$ cat config.mk
export PLATFORM = sky130hd
export DESIGN_NAME = dual_output_waveform_timer_core
export DESIGN_NICKNAME = d
export VERILOG_FILES = /design/src/rtl/waveform_timer_pkg.sv /design/src/rtl/dual_output_waveform_timer_core.sv
export VERILOG_INCLUDE_DIRS = /design/src /design/src/rtl
export SDC_FILE = /design/constraint.sdc
export NUM_CORES = 1
export LEC_CHECK = 0
export BUFFER_PORTS_ARGS = -buffer_cell sky130_fd_sc_hd__buf_2
export CAP_MARGIN = 25
export CORE_MARGIN = 2
export CORE_UTILIZATION = 55
export CTS_CLUSTER_DIAMETER = 30
export DETAILED_ROUTE_END_ITERATION = 8
export GPL_TIMING_DRIVEN = 0
export PLACE_DENSITY = 0.75
export SYNTH_ARGS = -nofsm -noshare
export SYNTH_HDL_FRONTEND = slang
export SYNTH_SLANG_ARGS = --single-unit
$ cat constraint.sdc
create_clock -name core_clk -period 3.6 [get_ports core_clk]
set_input_delay 0.18 -clock core_clk [delete_from_list [all_inputs] [get_ports core_clk]]
set_output_delay 0.18 -clock core_clk [all_outputs]
set_load 0.05 [all_outputs]
$ cat src/rtl/waveform_timer_defs.svh
// Purpose: offsets, field positions, reset values and counts
// Assumes: included by bare name
// Notes: definitions only
`ifndef WAVEFORM_TIMER_DEFS_SVH
`define WAVEFORM_TIMER_DEFS_SVH
// ----------------------------------------
// register byte offsets
// ----------------------------------------
`define OFS_MAIN  8'h00
`define OFS_MODE  8'h04
`define OFS_OUTC  8'h08
`define OFS_CMD   8'h0c
`define OFS_STAT  8'h10
`define OFS_ASET  8'h14
`define OFS_ACLR  8'h18
`define OFS_BSET  8'h1c
`define OFS_BCLR  8'h20
`define OFS_FAULT 8'h24
`define OFS_PROT  8'h28
`define OFS_CNT   8'h2c
// ----------------------------------------
// field positions
// ----------------------------------------
`define MAIN_EN_BIT   0
`define OUTC_AUTO_BIT 0
`define CMD_NOW_BIT   1'b0
`define CMD_EOC_BIT   1
`define CMD_STOP_BIT  2
// ----------------------------------------
// reset values, key, counts
// ----------------------------------------
`define RST_CMP   12'h000
`define RST_MAIN  7'h00
`define RST_FAULT 8'h00
`define PROT_KEY  8'h5a
`define PROT_WIN  4
`define SYNC_LAT  2
`define RESP_OK   2'h0
`define RESP_ERR  2'h2
`endif

$ cat src/rtl/waveform_timer_pkg.sv
// Purpose: types of the waveform timer
// Assumes: nothing
// Notes: constants live in the defs header
package waveform_timer_pkg;
	typedef enum logic [1:0] {
		MODE_ONE  = 2'h0,
		MODE_TWO  = 2'h1,
		MODE_FOUR = 2'h2,
		MODE_DUAL = 2'h3
	} mode_t;
	typedef enum logic [3:0] {
		PH_DTA = 4'h1,
		PH_OTA = 4'h2,
		PH_DTB = 4'h4,
		PH_OTB = 4'h8
	} phase_t;
endpackage : waveform_timer_pkg

$ cat src/rtl/dual_output_waveform_timer_core.sv
// Purpose: two-output 12-bit waveform timer with axi4-lite registers
// Assumes: one clock; domain crossing modelled as fixed latency
// Notes: outputs are active high, low while stopped
`timescale 1ns/1ps
`default_nettype none
`include "waveform_timer_defs.svh"

module dual_output_waveform_timer_core #(
	parameter int SYNC_LAT = `SYNC_LAT,
	parameter int PROT_WIN = `PROT_WIN,
	parameter int CW       = 12
) (
	input  wire logic        core_clk,
	input  wire logic        nrst,
	input  wire logic [7:0]  s_axi_awaddr,
	input  wire logic        s_axi_awvalid,
	output logic             s_axi_awready,
	input  wire logic [31:0] s_axi_wdata,
	input  wire logic [3:0]  s_axi_wstrb,
	input  wire logic        s_axi_wvalid,
	output logic             s_axi_wready,
	output logic [1:0]       s_axi_bresp,
	output logic             s_axi_bvalid,
	input  wire logic        s_axi_bready,
	input  wire logic [7:0]  s_axi_araddr,
	input  wire logic        s_axi_arvalid,
	output logic             s_axi_arready,
	output logic [31:0]      s_axi_rdata,
	output logic [1:0]       s_axi_rresp,
	output logic             s_axi_rvalid,
	input  wire logic        s_axi_rready,
	output logic             output_a,
	output logic             output_b
);
	// ----------------------------------------
	// bus slave
	// ----------------------------------------
	logic        aw_have_r;
	logic        w_have_r;
	logic [7:0]  awa_r;
	logic [31:0] wd;
	logic [3:0]  ws;
	logic        wr_go;
	logic [7:0]  wa;
	logic [7:0]  ra;
	logic        wr_map;
	logic        rd_map;
	logic [31:0] rd_mux;

	assign s_axi_awready = !aw_have_r && !s_axi_bvalid;
	assign s_axi_wready  = !w_have_r && !s_axi_bvalid;
	assign s_axi_arready = !s_axi_rvalid;
	assign wr_go = aw_have_r && w_have_r && !s_axi_bvalid;
	assign wa = {awa_r[7:2], 2'b00};
	assign ra = {s_axi_araddr[7:2], 2'b00};

	// address and data are latched separately, either may come first
	always_ff @(posedge core_clk or negedge nrst)
	begin
		if (!nrst)
		begin
			aw_have_r <= 1'b0;
			w_have_r  <= 1'b0;
			awa_r     <= 8'h00;
			wd        <= 32'h0000_0000;
			ws        <= 4'h0;
		end
		else
		begin
			if (s_axi_awvalid && s_axi_awready)
			begin
				aw_have_r <= 1'b1;
				awa_r     <= s_axi_awaddr;
			end
			else if (wr_go)
				aw_have_r <= 1'b0;
			if (s_axi_wvalid && s_axi_wready)
			begin
				w_have_r <= 1'b1;
				wd       <= s_axi_wdata;
				ws       <= s_axi_wstrb;
			end
			else if (wr_go)
				w_have_r <= 1'b0;
		end
	end

	// responses: one write and one read at a time
	always_ff @(posedge core_clk or negedge nrst)
	begin
		if (!nrst)
		begin
			s_axi_bvalid <= 1'b0;
			s_axi_bresp  <= `RESP_OK;
			s_axi_rvalid <= 1'b0;
			s_axi_rdata  <= 32'h0000_0000;
			s_axi_rresp  <= `RESP_OK;
		end
		else
		begin
			if (wr_go)
			begin
				s_axi_bvalid <= 1'b1;
				s_axi_bresp  <= wr_map ? `RESP_OK : `RESP_ERR;
			end
			else if (s_axi_bready)
				s_axi_bvalid <= 1'b0;
			if (s_axi_arvalid && s_axi_arready)
			begin
				s_axi_rvalid <= 1'b1;
				s_axi_rdata  <= rd_mux;
				s_axi_rresp  <= rd_map ? `RESP_OK : `RESP_ERR;
			end
			else if (s_axi_rready)
				s_axi_rvalid <= 1'b0;
		end
	end

	// ----------------------------------------
	// register state
	// ----------------------------------------
	logic                       enable_r;
	logic [6:0]                 main_cfg_r;
	waveform_timer_pkg::mode_t  mode_r;
	logic                       auto_r;
	logic [2:0]                 cmd_r;
	logic [7:0]                 fault_r;
	logic [7:0]                 prot_cnt_r;
	logic [CW-1:0]              buf_aset_r;
	logic [CW-1:0]              buf_aclr_r;
	logic [CW-1:0]              buf_bset_r;
	logic [CW-1:0]              buf_bclr_r;
	logic                       eoc_xfer_r;
	logic                       stop_eoc_r;
	logic [3:0]                 xc_r [3];
	logic [2:0]                 xs;
	logic [2:0]                 xd;
	logic [2:0]                 pend;
	logic                       core_en_r;
	logic                       eoc;
	logic                       core_stop;

	// write decode
	wire sel_main  = wa == `OFS_MAIN;
	wire sel_mode  = wa == `OFS_MODE;
	wire sel_outc  = wa == `OFS_OUTC;
	wire sel_cmd   = wa == `OFS_CMD;
	wire sel_aset  = wa == `OFS_ASET;
	wire sel_aclr  = wa == `OFS_ACLR;
	wire sel_bset  = wa == `OFS_BSET;
	wire sel_bclr  = wa == `OFS_BCLR;
	wire sel_fault = wa == `OFS_FAULT;
	wire sel_prot  = wa == `OFS_PROT;
	assign wr_map = sel_main || sel_mode || sel_outc || sel_cmd || sel_aset || sel_aclr
		|| sel_bset || sel_bclr || sel_fault || sel_prot || wa == `OFS_STAT || wa == `OFS_CNT;

	// ready flags drop while a crossing is outstanding
	wire en_rdy    = !pend[0];
	wire cmd_rdy   = !pend[1];
	wire xfer_busy = pend[2] || eoc_xfer_r;
	wire buf_rdy   = !xfer_busy;
	wire buf_ok    = !core_en_r || buf_rdy;
	wire prot_open = prot_cnt_r != 8'h00;

	wire wen_main  = wr_go && sel_main && ws[0];
	wire wen_en    = wen_main && en_rdy;
	wire wen_cfg   = wen_main && !enable_r;
	wire wen_mode  = wr_go && sel_mode && ws[0] && !enable_r;
	wire wen_outc  = wr_go && sel_outc && ws[0] && !enable_r;
	wire wen_cmd   = wr_go && sel_cmd && ws[0] && core_en_r && cmd_rdy;
	wire wen_fault = wr_go && sel_fault && ws[0] && !enable_r && prot_open;
	wire wen_key   = wr_go && sel_prot && ws[0] && wd[7:0] == `PROT_KEY;
	wire wr_buf    = wr_go && buf_ok;
	wire auto_set  = wr_buf && sel_bclr && ws[1] && auto_r && core_en_r;

	// command delivery in the counter domain
	wire dl_now  = xd[1] && cmd_r[`CMD_NOW_BIT] && !xfer_busy;
	wire dl_eoc  = xd[1] && cmd_r[`CMD_EOC_BIT] && !cmd_r[`CMD_NOW_BIT] && !xfer_busy;
	wire dl_stop = xd[1] && cmd_r[`CMD_STOP_BIT];

	assign xs[0] = wen_en;
	assign xs[1] = wen_cmd && wd[2:0] != 3'h0;
	assign xs[2] = dl_now;

	// fixed-latency crossing counters; done is the last count
	always_ff @(posedge core_clk or negedge nrst)
	begin
		if (!nrst)
			for (int i = 0; i < 3; i++)
				xc_r[i] <= 4'h0;
		else
			for (int i = 0; i < 3; i++)
				if (xs[i])
					xc_r[i] <= 4'(SYNC_LAT);
				else if (xc_r[i] != 4'h0)
					xc_r[i] <= xc_r[i] - 4'h1;
	end
	for (genvar g = 0; g < 3; g++)
	begin : g_xing
		assign pend[g] = xc_r[g] != 4'h0;
		assign xd[g]   = xc_r[g] == 4'h1;
	end

	// byte-lane merge into a 12-bit field
	function automatic logic [CW-1:0] merge12(input logic [CW-1:0] old, input logic [31:0] d,
		input logic [3:0] s);
		logic [CW-1:0] v;
		v = old;
		if (s[0])
			v[7:0] = d[7:0];
		if (s[1])
			v[CW-1:8] = d[CW-1:8];
		return v;
	endfunction : merge12

	// enable, static and protected registers
	always_ff @(posedge core_clk or negedge nrst)
	begin
		if (!nrst)
		begin
			enable_r   <= 1'b0;
			main_cfg_r <= `RST_MAIN;
			mode_r     <= waveform_timer_pkg::MODE_ONE;
			auto_r     <= 1'b0;
			fault_r    <= `RST_FAULT;
			prot_cnt_r <= 8'h00;
		end
		else
		begin
			if (eoc && stop_eoc_r)
				enable_r <= 1'b0;
			else if (wen_en)
				enable_r <= wd[`MAIN_EN_BIT];
			if (wen_cfg)
				main_cfg_r <= wd[7:1];
			if (wen_mode)
				mode_r <= waveform_timer_pkg::mode_t'(wd[1:0]);
			if (wen_outc)
				auto_r <= wd[`OUTC_AUTO_BIT];
			if (wen_fault)
				fault_r <= wd[7:0];
			// window closes on use so one key admits one write
			if (wen_key)
				prot_cnt_r <= 8'(PROT_WIN);
			else if (wen_fault)
				prot_cnt_r <= 8'h00;
			else if (prot_open)
				prot_cnt_r <= prot_cnt_r - 8'h01;
		end
	end

	// buffered compares and command strobes
	always_ff @(posedge core_clk or negedge nrst)
	begin
		if (!nrst)
		begin
			buf_aset_r <= `RST_CMP;
			buf_aclr_r <= `RST_CMP;
			buf_bset_r <= `RST_CMP;
			buf_bclr_r <= `RST_CMP;
			cmd_r      <= 3'h0;
		end
		else
		begin
			if (wr_buf && sel_aset)
				buf_aset_r <= merge12(buf_aset_r, wd, ws);
			if (wr_buf && sel_aclr)
				buf_aclr_r <= merge12(buf_aclr_r, wd, ws);
			if (wr_buf && sel_bset)
				buf_bset_r <= merge12(buf_bset_r, wd, ws);
			if (wr_buf && sel_bclr)
				buf_bclr_r <= merge12(buf_bclr_r, wd, ws);
			if (xs[1])
				cmd_r <= wd[2:0];
			else if (xd[1])
				cmd_r <= 3'h0;
		end
	end

	// end-of-cycle requests: a new request beats the clear
	always_ff @(posedge core_clk or negedge nrst)
	begin
		if (!nrst)
		begin
			eoc_xfer_r <= 1'b0;
			stop_eoc_r <= 1'b0;
		end
		else
		begin
			eoc_xfer_r <= dl_eoc || auto_set || (eoc_xfer_r && !eoc && !core_stop);
			stop_eoc_r <= dl_stop || (stop_eoc_r && !eoc && core_en_r);
		end
	end

	// ----------------------------------------
	// counter domain
	// ----------------------------------------
	logic [CW-1:0]              cnt_r;
	logic                       dn_r;
	waveform_timer_pkg::phase_t ph_r;
	waveform_timer_pkg::phase_t ph_nxt;
	logic [CW-1:0]              act_aset_r;
	logic [CW-1:0]              act_aclr_r;
	logic [CW-1:0]              act_bset_r;
	logic [CW-1:0]              act_bclr_r;
	logic [CW-1:0]              cnt_nxt;
	logic                       a_nxt;
	logic                       b_nxt;

	wire is_one  = mode_r == waveform_timer_pkg::MODE_ONE;
	wire is_two  = mode_r == waveform_timer_pkg::MODE_TWO;
	wire is_four = mode_r == waveform_timer_pkg::MODE_FOUR;
	wire is_dual = mode_r == waveform_timer_pkg::MODE_DUAL;
	wire ramp_b  = ph_r == waveform_timer_pkg::PH_DTB || ph_r == waveform_timer_pkg::PH_OTB;
	wire m_as    = cnt_r == act_aset_r;
	wire m_ac    = cnt_r == act_aclr_r;
	wire m_bs    = cnt_r == act_bset_r;
	wire m_bc    = cnt_r == act_bclr_r;
	wire cnt_z   = cnt_r == `RST_CMP;

	// ramp top per mode and phase; a clear never enters dual slope
	wire [CW-1:0] top_v = is_two ? (ramp_b ? act_bclr_r : act_aclr_r) :
		is_four ? (ph_r == waveform_timer_pkg::PH_DTA ? act_aset_r :
		ph_r == waveform_timer_pkg::PH_OTA ? act_aclr_r :
		ph_r == waveform_timer_pkg::PH_DTB ? act_bset_r : act_bclr_r) : act_bclr_r;
	wire at_top = cnt_r == top_v;
	assign eoc = core_en_r && (is_dual ? !dn_r && at_top :
		at_top && (is_one || (is_two && ramp_b) || (is_four && ph_r == waveform_timer_pkg::PH_OTB)));
	wire start     = xd[0] && enable_r && !core_en_r;
	assign core_stop = (xd[0] && !enable_r) || (eoc && stop_eoc_r);
	wire xfer_load = start || xd[2] || (eoc && eoc_xfer_r);

	// next count, direction-free for the ramps
	assign cnt_nxt = is_dual ? (dn_r ? (cnt_z ? cnt_r : cnt_r - 12'h001) :
		(at_top ? cnt_r : cnt_r + 12'h001)) : (at_top ? `RST_CMP : cnt_r + 12'h001);
	wire dn_nxt = dn_r ? !cnt_z : at_top;

	// phase walk through dead and on times
	always_comb
	begin
		ph_nxt = ph_r;
		if (at_top && is_four)
			case (ph_r)
				waveform_timer_pkg::PH_DTA: ph_nxt = waveform_timer_pkg::PH_OTA;
				waveform_timer_pkg::PH_OTA: ph_nxt = waveform_timer_pkg::PH_DTB;
				waveform_timer_pkg::PH_DTB: ph_nxt = waveform_timer_pkg::PH_OTB;
				default:                    ph_nxt = waveform_timer_pkg::PH_DTA;
			endcase
		else if (at_top && is_two)
			ph_nxt = ramp_b ? waveform_timer_pkg::PH_DTA : waveform_timer_pkg::PH_DTB;
	end

	// output levels; a clear wins over a set on equal values
	always_comb
	begin
		a_nxt = output_a;
		b_nxt = output_b;
		case (mode_r)
			waveform_timer_pkg::MODE_ONE:
			begin
				a_nxt = m_bc ? 1'b0 : m_ac ? 1'b0 : m_as ? 1'b1 : output_a;
				b_nxt = m_bc ? 1'b0 : m_bs ? 1'b1 : output_b;
			end
			waveform_timer_pkg::MODE_TWO:
			begin
				a_nxt = !ramp_b && !at_top && (m_as || output_a);
				b_nxt = ramp_b && !at_top && (m_bs || output_b);
			end
			waveform_timer_pkg::MODE_FOUR:
			begin
				a_nxt = ph_nxt == waveform_timer_pkg::PH_OTA;
				b_nxt = ph_nxt == waveform_timer_pkg::PH_OTB;
			end
			default:
			begin
				a_nxt = m_as ? dn_r : output_a;
				b_nxt = m_bs ? !dn_r : output_b;
			end
		endcase
	end

	// counter, direction, phase and outputs
	always_ff @(posedge core_clk or negedge nrst)
	begin
		if (!nrst)
		begin
			core_en_r <= 1'b0;
			cnt_r     <= `RST_CMP;
			dn_r      <= 1'b0;
			ph_r      <= waveform_timer_pkg::PH_DTA;
			output_a  <= 1'b0;
			output_b  <= 1'b0;
		end
		else if (start)
		begin
			core_en_r <= 1'b1;
			cnt_r     <= is_dual ? buf_bclr_r : `RST_CMP;
			dn_r      <= is_dual;
			ph_r      <= waveform_timer_pkg::PH_DTA;
			output_a  <= 1'b0;
			output_b  <= 1'b0;
		end
		else if (core_stop)
		begin
			core_en_r <= 1'b0;
			cnt_r     <= `RST_CMP;
			dn_r      <= 1'b0;
			ph_r      <= waveform_timer_pkg::PH_DTA;
			output_a  <= 1'b0;
			output_b  <= 1'b0;
		end
		else if (core_en_r)
		begin
			cnt_r    <= cnt_nxt;
			dn_r     <= is_dual && dn_nxt;
			ph_r     <= ph_nxt;
			output_a <= a_nxt;
			output_b <= b_nxt;
		end
	end

	// active compares change only at a transfer, never mid-write
	always_ff @(posedge core_clk or negedge nrst)
	begin
		if (!nrst)
		begin
			act_aset_r <= `RST_CMP;
			act_aclr_r <= `RST_CMP;
			act_bset_r <= `RST_CMP;
			act_bclr_r <= `RST_CMP;
		end
		else if (xfer_load)
		begin
			act_aset_r <= buf_aset_r;
			act_aclr_r <= buf_aclr_r;
			act_bset_r <= buf_bset_r;
			act_bclr_r <= buf_bclr_r;
		end
	end

	// ----------------------------------------
	// read mux
	// ----------------------------------------
	always_comb
	begin
		rd_map = 1'b1;
		if (ra == `OFS_MAIN)
			rd_mux = {24'h0, main_cfg_r, enable_r};
		else if (ra == `OFS_MODE)
			rd_mux = {30'h0, mode_r};
		else if (ra == `OFS_OUTC)
			rd_mux = {31'h0, auto_r};
		else if (ra == `OFS_CMD)
			rd_mux = {29'h0, cmd_r};
		else if (ra == `OFS_STAT)
			rd_mux = {28'h0, core_en_r, buf_rdy, cmd_rdy, en_rdy};
		else if (ra == `OFS_ASET)
			rd_mux = {20'h0, buf_aset_r};
		else if (ra == `OFS_ACLR)
			rd_mux = {20'h0, buf_aclr_r};
		else if (ra == `OFS_BSET)
			rd_mux = {20'h0, buf_bset_r};
		else if (ra == `OFS_BCLR)
			rd_mux = {20'h0, buf_bclr_r};
		else if (ra == `OFS_FAULT)
			rd_mux = {24'h0, fault_r};
		else if (ra == `OFS_CNT)
			rd_mux = {20'h0, cnt_r};
		else
		begin
			rd_mux = 32'h0000_0000;
			rd_map = ra == `OFS_PROT;
		end
	end
endmodule : dual_output_waveform_timer_core
`default_nettype wire

; ---- Word-level counts from Yosys, hierarchy flattened
; Index checks and enable logic that the tools add are counted.
[word_totals]
reg_bits = 222
latch_bits = 0
ram_bits = 0
mem_bits_ro = 0
input_bits = 59
output_inout_bits = 43
word_cells = 316
mem_count = 0
[op_classes]
n_addsub = 6
n_mul = 0
div = 0
n_lt_le_gt_ge = 0
eq_ne = 44
shifts = 0
mux = 88
bitwise_logic = 0
reduce_logical = 138
[ops]
columns = operator, n
row1 = two-way mux 12 bit, 26
row2 = logical AND 1 bit, 64
row3 = equality test 12 bit, 5
row4 = equality test 6 x 3 -> 1 bit (second input constant), 8
row5 = equality test 6 x 4 -> 1 bit (second input constant), 8
row6 = two-way mux 4 bit, 11
row7 = two-way mux 1 bit, 40
row8 = equality test 6 x 2 -> 1 bit (second input constant), 4
row9 = logical OR 1 bit, 24
row10 = two-way mux 8 bit, 3
row11 = nonzero test 2 bit, 10
row12 = equality test 4 x 1 -> 1 bit (second input constant), 4
row13 = zero test 1 bit, 16
row14 = zero test 8 bit, 2
row15 = AND reduction 2 bit, 8
row16 = adder 12 x 1 -> 12 bit (second input constant), 1
row17 = equality test 6 x 1 -> 1 bit (second input constant), 2
row18 = zero test 12 bit, 1
row19 = one-hot mux 4 bit (3 select lines), 1
row20 = nonzero test 4 bit, 3
row21 = nonzero test 6 bit, 2
row22 = subtractor 12 x 1 -> 12 bit (second input constant), 1
row23 = subtractor 4 x 1 -> 4 bit (second input constant), 3
row24 = != test 5 x 4 -> 1 bit (second input constant), 2
row25 = 16 further kinds, 27

; ---- Longest topological paths before layout
; Gate-level depths: netlist of run 1.
[depth]
depth_word = 15
mapped_depth = 15
mapped_depth_nobuf = 11

; ---- Worst setup path after synthesis of run 1
; OpenSTA, ideal clock, no wires.
[synth_timing]
kind = register to register
from = register mode_r[0]
to = register act_bclr_r[10]
setup_time_ns = 0.127
t_arrival_ns = 3.199
required_ns = 3.473
path_slack_ns = 0.273
path_stages_with_launch = 15
n_path_buf = 3
period_less_slack_ns = 3.327
path_cell_list = dfrtp_1 -> inv_1 -> ha_1 -> or3b_4 -> buf_4 -> nor3_1 -> o311a_1 -> or3_1 -> nand4_1 -> or4_4 -> nor2_4 -> a41oi_1 -> buf_2 -> buf_6 -> mux2_1
[synth_via]
elab_chain_cells = 9
elab_cells_between_ends = 17
classes_between = eq/ne: 4 / mux: 3 / reduce/logical: 10
[synth_rtl]
columns = item, line
row1 = "start, declared", dual_output_waveform_timer_core.sv:124  ; waveform_timer_pkg::mode_t mode_r;
row2 = "start signal, assigned", dual_output_waveform_timer_core.sv:223  ; mode_r <= waveform_timer_pkg::MODE_ONE;
row3 = "start signal, assigned", dual_output_waveform_timer_core.sv:237  ; mode_r <= waveform_timer_pkg::mode_t'(wd[1:0]);
row4 = equality test 2 bit / equality test 2 x 1 -> 1 bit (equally long branches), "dual_output_waveform_timer_core.sv:312, dual_output_waveform_timer_core.sv:311"
row5 = two-way mux 12 bit / logical AND 1 bit (equally long branches), "dual_output_waveform_timer_core.sv:323, dual_output_waveform_timer_core.sv:328"
row6 = two-way mux 12 bit / logical OR 1 bit (equally long branches), "dual_output_waveform_timer_core.sv:322, dual_output_waveform_timer_core.sv:328"
row7 = equality test 12 bit / logical OR 1 bit (equally long branches), "dual_output_waveform_timer_core.sv:326, dual_output_waveform_timer_core.sv:328"
row8 = logical AND 1 bit (on tied branches), "dual_output_waveform_timer_core.sv:328, dual_output_waveform_timer_core.sv:327"
row9 = two-way mux 1 bit *, dual_output_waveform_timer_core.sv:327  ; assign eoc = core_en_r && (is_dual ? !dn_r && at_top :
row10 = logical AND 1 bit *, dual_output_waveform_timer_core.sv:327
row11 = logical AND 1 bit *, dual_output_waveform_timer_core.sv:331  ; wire xfer_load = start || xd[2] || (eoc && eoc_xfer_r);
row12 = logical OR 1 bit *, dual_output_waveform_timer_core.sv:331
row13 = "end signal, assigned", dual_output_waveform_timer_core.sv:430  ; act_bclr_r <= `RST_CMP;
row14 = "end signal, assigned", dual_output_waveform_timer_core.sv:437  ; act_bclr_r <= buf_bclr_r;
row15 = "end, declared", dual_output_waveform_timer_core.sv:305  ; logic [CW-1:0] act_bclr_r;
; Mark *: on every way between the ends. The rest lies on a longest branch, timed or not.
; A chain may end at the register's enable or synchronous reset.

; ---- Worst setup path in the final report of run 1
[layout_timing]
from = register ph_r[1]
to = register act_bclr_r[2]
[layout_via]
elab_chain_cells = 12
elab_cells_between_ends = 22
classes_between = eq/ne: 5 / mux: 7 / reduce/logical: 10
[layout_rtl]
columns = item, line
row1 = "start, declared", dual_output_waveform_timer_core.sv:300  ; waveform_timer_pkg::phase_t ph_r;
row2 = "start signal, assigned", dual_output_waveform_timer_core.sv:390  ; ph_r <= waveform_timer_pkg::PH_DTA;
row3 = "start signal, assigned", dual_output_waveform_timer_core.sv:399  ; ph_r <= waveform_timer_pkg::PH_DTA;
row4 = "start signal, assigned", dual_output_waveform_timer_core.sv:408  ; ph_r <= waveform_timer_pkg::PH_DTA;
row5 = equality test 4 x 3 -> 1 bit, "dual_output_waveform_timer_core.sv:314, dual_output_waveform_timer_core.sv:325"
row6 = two-way mux 12 bit, dual_output_waveform_timer_core.sv:325  ; ph_r == waveform_timer_pkg::PH_DTB ? act_bset_r : act_bclr_r) : act_bclr_r;
row7 = two-way mux 12 bit, dual_output_waveform_timer_core.sv:324  ; ph_r == waveform_timer_pkg::PH_OTA ? act_aclr_r :
row8 = two-way mux 12 bit (2 in series), dual_output_waveform_timer_core.sv:323  ; is_four ? (ph_r == waveform_timer_pkg::PH_DTA ? act_aset_r :
row9 = two-way mux 12 bit, dual_output_waveform_timer_core.sv:322  ; wire [CW-1:0] top_v = is_two ? (ramp_b ? act_bclr_r : act_aclr_r) :
row10 = equality test 12 bit, dual_output_waveform_timer_core.sv:326  ; wire at_top = cnt_r == top_v;
row11 = logical AND 1 bit (on tied branches), "dual_output_waveform_timer_core.sv:328, dual_output_waveform_timer_core.sv:327"
row12 = two-way mux 1 bit *, dual_output_waveform_timer_core.sv:327
row13 = logical AND 1 bit *, dual_output_waveform_timer_core.sv:327
row14 = logical AND 1 bit *, dual_output_waveform_timer_core.sv:331
row15 = logical OR 1 bit *, dual_output_waveform_timer_core.sv:331
; Marked as above.

==> run metrics, run 1 <==
nature of the critical path endpoint flip-flop; maximum vdd drop 0.000575 V; maximum root-to-sink buffer count 2; Vias per Instance 6.38; GRT Util Overall 0.330; Crit path top cell by count buf_6; max incr delay on CP 0.62 ns; layout cells sized above 1 0.257; CTS tree done; syn_area_per_cell 10.2 um^2; clk_lat worst skew 0.44 ns; vias in the first global route 9517; min Tclk post-route 3.50 ns; Seq pwr share 0.368; P_int 6080 uW; Antenna diodes 0; startpoint types flip-flop; Hold Path Stages 3; I/O pin count 102; count of final max-slew check failures 0; worst path cell trace buf_6 -> or2_1 -> buf_4 -> o211ai_1 -> o311a_1 -> or3_1 -> nand4_1 -> or4_4 -> nor2_4 -> a41oi_4 -> buf_6 -> buf_6 -> mux2_1; unrepaired setup endpoints after global routing true; Critical-path top delay cell or4_4; final setup TNS 0 ns; CP arrival 3.81 ns; final hold violations 0; IO Port Bufs 52; Yosys Warn Count 0; Crit Path Class reg2reg; status completed; Final ANT Viol Nets 0; root buf cell clkbuf_16; worst-margin pin slew 0.992 ns; Mapped Cells 1134; CP required 3.91 ns; # nets final 1335; #FFs+latches synth 198; r2r worst-path depth 13; total CTS buffers 17; Initial Util 0.555; cell accounting for the most synthesized area dfrtp_1; most frequent cells in the layout 194 x dfrtp_1, 120 x mux2_2, 76 x nor2_1; clock sink total 198; sw frac 0.441; largest net degree at the start of global routing 115; initial drt markers 953; max-cap viol count 0; first-pass GRT wire length 55600 um; Core Util, Final 0.646; ranking of synthesized cells by area dfrtp_1 43%, mux2_2 12%, xnor2_1 3.6%, nor2_1 2.5%, nand2_1 2.4%; post-synthesis sequential area ratio 0.429; Congestion Overflow GR 0; switching pwr 4800 uW; Die X 149 um; # setup viols final 0; EDFF count, synth 0; htree depth 4; Unique masters post-synth 79; dpl hpwl 26100 um; Reg clk slew, reported paths 0.08 ns; top-area cell type share of the netlist area 0.427; drt pass-1 iters 6; Avg WL per Cell 23.0 um; Pleak 0.00608 uW; main flop type after synthesis dfrtp_1; power share of the clock group 0.182; core box area 20800 um^2; PD cells 809 nW/um^2; most common cell after layout, fill and taps aside dfrtp_1; Cell Area, Synth 11600 um^2; Post-Route WL 35600 um; DRC violations left 0; Comb pwr share 0.451; GP Congestion 0.969; highest clock rate 286 MHz; Layout area overhead 16.4%; Final period util 0.972; crit-path max FO 10; vias 9868; FP Rows 53; initial antenna violation count 0; DIE AREA 22200 um^2; min-delay worst type in2reg; clk_skew 0.0111 ns; Async S/R FF share, synth 1.00; die height 149 um; relative slew slack 0.330
## metrics by stage
stage	setup WS, ns	hold slack [ns]	instance area, um^2	cells	total power, uW
floorplan	0.273	-0.116	11600	1155	6880
global placement	-0.908	0.356	12200	1482	8220
detailed placement	-0.780	0.218	12300	1484	8350
CTS	0.00373	0.0872	13300	1540	10500
global route	-0.0221	0.114	13500	1547	11400
finish	0.100	0.102	13500	1547	10900
## metal layers
| layer | GRT usage | up-vias | wire, um |
|---|---|---|---|
| met5 | 0 | - | 0 |
| met4 | 0.140 | 0 | 1450 |
| met3 | 0.0835 | 106 | 3410 |
| met2 | 0.503 | 496 | 16300 |
| met1 | 0.451 | 4889 | 14400 |
| li1 | - | 4377 | - |
## cell type report
type | instances | area, um^2
Fill cell | 1713 | 7370
Clock inverter | 13 | 183
Sequential cell | 198 | 4960
Multi-Input combinational cell | 827 | 6230
Timing Repair Buffer | 87 | 611
Inverter | 31 | 116
Clock buffer | 18 | 439
Buffer | 98 | 571
Tap cell | 275 | 344
## power by group through the flow
stage / logic, uW / registers [uW] / clock network, uW
after floorplan: 3290 / 3590 / 0
after global placement: 4300 / 3920 / 0
after detailed placement: 4390 / 3960 / 0
after CTS: 4600 / 3930 / 1990
after global routing: 5260 / 4070 / 2090
final: 4900 / 4000 / 1980
## worst max-delay path, delay by kind of cell (launching register included)
family	cells	cell delay [ns]
AOI/OAI and AO/OA	3	0.56
buffers and inverters	4	0.72
DFF	1	0.43
muxes	1	0.32
and+or+nand+nor	5	1.33
## registers in the layout (all words and copies together), names as in the netlist, 3 cells and up
signal       count
buf_aclr_r      12
fault_r          8
act_bclr_r      12
prot_cnt_r       8
act_aclr_r      12
cnt_r           12
act_bset_r      12
buf_bset_r      12
buf_aset_r      12
buf_bclr_r      12
awa_r            6
act_aset_r      12
wd              12
xc_r            12
s_axi_rdata     12
ph_r             4
main_cfg_r       7
cmd_r            3
## logic make-up (layout without fill, tap and decap cells)
| group | count (synthesis) | after routing | share of synthesized area |
|---|---|---|---|
| and+or+nand+nor | 321 | 322 | 0.143 |
| AOI/OAI and AO/OA | 244 | 244 | 0.149 |
| DFF | 198 | 198 | 0.429 |
| muxes | 155 | 155 | 0.153 |
| buffers and inverters | 131 | 247 | 0.0567 |
| xor gates and xnor gates | 68 | 68 | 0.0528 |
| adders and majority gates | 16 | 16 | 0.0173 |
| other | 1 | 22 | 0.000325 |
## cells in the mapped netlist (all sizes together) (10+ instances only)
library cell,n
or2,10
dfrtp,197
or3,14
a21oi,43
a31oi,13
buf,47
mux2i,12
a22oi,15
nand3,17
nor2,79
xor2,19
xnor2,49
o22ai,10
a21o,22
clkbuf,53
nand2b,10
nand4,32
o21ai,44
nor3,30
ha,16
inv,31
nand2,75
nor4,15
o211ai,16
mux2,140
## what timing repair did
| item | in CTS | in global routing |
|---|---|---|
| hold buffers | 23 | 0 |
| hold endpoints to repair | 106 | 0 |
| cloned | 0 | 1 |
| pin swaps | 6 | 8 |
| resized for setup | 27 | 46 |
| setup buffers | 4 | 6 |
| endpoints found under the setup margin | 68 | 68 |
## worst paths after layout
path | startpoint | slack [ns] | endpoint
min in group asynchronous | nrst | 0.30 | act_aclr_r[9]
setup reg to reg | ph_r[1] | 0.10 | act_bclr_r[2]
hold / removal | s_axi_araddr[6] | 0.10 | s_axi_rresp[1]
hold reg to reg | s_axi_rdata[11] | 0.48 | s_axi_rdata[11]
max in group asynchronous | nrst | 2.27 | mode_r[0]
setup / recovery | ph_r[1] | 0.10 | act_bclr_r[2]
Power figures use the tool's default switching activity.
==> inputs of run 2 (changes only) <==
- CAP_MARGIN: 25 -> default
- PLACE_DENSITY: 0.75 -> 0.78
==> run 2 against run 1 <==
Via count grew 0.65%. Register-to-register slack worse by 0.06 ns. Combinational power increased by 3%. Clock-buffer cell count shrank 1. Routed wire length increased by 0.85%.
==> run metrics, run 2 (synthesis gave the netlist of run 1 again) <==
non-filler cells, final 1554 (was 1547); drt pass-1 iters 6 (unchanged); Pleak 0.00609 uW (was 0.00608 uW); Tot Pwr 10900 uW (about the same); startpoint types flip-flop (unchanged); filler cell count 1671 (was 1713); Initial Util 0.555 (unchanged); dpl hpwl 25900 um (was 26100 um); DIE AREA 22200 um^2 (unchanged); first-pass GRT wire length 55100 um (was 55600 um); min-delay worst type in2reg (unchanged); maximum vdd drop 0.000546 V (was 0.000575 V); Crit Path Class reg2reg (unchanged); Post-Route WL 35900 um (was 35600 um); nature of the critical path endpoint flip-flop (unchanged); min Tclk post-route 3.56 ns (was 3.50 ns); initial antenna violation count 0 (unchanged); PD cells 814 nW/um^2 (was 809 nW/um^2); die height 149 um (unchanged); status completed (unchanged); largest net degree at the start of global routing 122 (was 115); most frequent cells in the layout 195 x dfrtp_1, 120 x mux2_2, 76 x nor2_1 (was 194 x dfrtp_1, 120 x mux2_2, 76 x nor2_1); Die X 149 um (unchanged); clk_skew 0.0136 ns (was 0.0111 ns); Finished Cell Area 13400 um^2 (was 13500 um^2); IO Port Bufs 52 (unchanged); final hold violations 0 (unchanged); maximum root-to-sink buffer count 2 (unchanged); crit-path max FO 6 (was 10); layout cells sized above 1 0.253 (was 0.257); relative slew slack 0.244 (was 0.330); vias in the first global route 9503 (was 9517); GRT Util Overall 0.329 (was 0.330); Vias per Instance 6.39 (was 6.38); core box area 20800 um^2 (unchanged); CP arrival 3.88 ns (was 3.81 ns); # setup viols final 0 (unchanged); FP Rows 53 (unchanged); root buf cell clkbuf_16 (unchanged); worst-margin pin slew 1.13 ns (was 0.992 ns); Reg clk slew, reported paths 0.08 ns (about the same); Layout area overhead 16.0% (was 16.4%); # nets final 1343 (was 1335); most common cell after layout, fill and taps aside dfrtp_1 (unchanged); total CTS buffers 17 (unchanged); I/O pin count 102 (unchanged); clock sink total 198 (unchanged); Final ANT Viol Nets 0 (unchanged); DRC violations left 0 (unchanged); placed instance area 12300 um^2 (unchanged); Antenna diodes 0 (unchanged); max incr delay on CP 0.51 ns (was 0.62 ns); highest clock rate 281 MHz (was 286 MHz); initial drt markers 1013 (was 953); CTS tree done (unchanged); Congestion Overflow GR 0 (unchanged); GP Congestion 1.01 (was 0.969); worst path cell trace inv_2 -> ha_4 -> or3b_4 -> clkbuf_16 -> nor3_1 -> o311a_1 -> or3_1 -> nand4_1 -> or4_4 -> buf_8 -> or3_1 -> a32o_1 -> a222oi_1 (was buf_6 -> or2_1 -> buf_4 -> o211ai_1 -> o311a_1 -> or3_1 -> nand4_1 -> or4_4 -> nor2_4 -> a41oi_4 -> buf_6 -> buf_6 -> mux2_1); htree depth 4 (unchanged); clk_lat worst skew 0.44 ns (about the same); unrepaired setup endpoints after global routing true (unchanged); vias 9932 (was 9868); CP required 3.92 ns (was 3.91 ns); final setup TNS 0 ns (unchanged); Final period util 0.989 (was 0.972); Critical-path top delay cell or4_4 (unchanged); WHS 0.130 ns (was 0.102 ns); count of final max-slew check failures 0 (unchanged); Avg WL per Cell 23.1 um (was 23.0 um); Worst Path Buf+Inv 3 (was 4); max-cap viol count 0 (unchanged); Cell Count Post-Placement 1484 (unchanged); Crit path top cell by count or3_1 (was buf_6); CP top delay family simple AND/OR/NAND/NOR gates (unchanged)
[run 2: report_power, final]
group | switching, uW | internal [uW] | leakage (uW)
Combinational | 2820 | 2250 | 0.00318
Clock | 935 | 915 | 0.000273
Sequential | 1040 | 2950 | 0.00264
Total | 4790 | 6120 | 0.00609
[run 2: through the flow]
stage / setup slack (ns) / utilization
6_report: 0.0385 / 0.644
5_1_grt: -0.115 / 0.644
4_1_cts: -0.0181 / 0.637
3_5_place_dp: -0.690 / 0.590
3_3_place_gp: -0.868 / 0.588
2_1_floorplan: 0.273 / -
[run 2: worst min-delay path, delay by kind of cell]
| kind | cells | cell delay [ns] |
|---|---|---|
| buffers and inverters | 1 | 0.13 |
| AO/OA/AOI/OAI | 2 | 0.22 |
[run 2: per-layer routing]
metal  part of all wire  track usage  up-vias
li1                   -            -     4378
met3               0.10       0.0667       94
met4              0.035        0.118        0
met2               0.47        0.523      577
met1               0.40        0.451     4883
met5                  0            0        -
[run 2: worst paths after layout]
check                                start             end  slack [ns]  cells after the start
max                              mode_r[0]        cnt_r[9]        0.04                     13
min                        s_axi_araddr[6]  s_axi_rresp[1]        0.13                      3
max reg2reg                      mode_r[0]        cnt_r[9]        0.04                     13
min reg2reg                 s_axi_rdata[0]  s_axi_rdata[0]        0.48                      2
max in group asynchronous             nrst       mode_r[0]        2.26                      3
min in group asynchronous             nrst   act_aclr_r[9]        0.29                      2
[run 2: final cells by class]
type / instances / area, um^2 / area share
timing repair buffer: 95 / 688 / 0.0514
buffer: 99 / 582 / 0.0434
clock inverter: 13 / 134 / 0.00999
tap: 275 / 344 / 0.0257
sequential: 198 / 4960 / 0.370
multi-input combinational: 826 / 6150 / 0.459
inverter: 31 / 116 / 0.00868
clock buffer: 17 / 425 / 0.0317
[run 2: repair_timing]
item / CTS / global route
cloned: 0 / 1
pin swaps: 7 / 16
setup endpoints to repair: 68 / 64
endpoints found under the hold margin: 99 / 0
setup buffers: 9 / 8
hold buffers: 23 / 0
resized for setup: 33 / 21
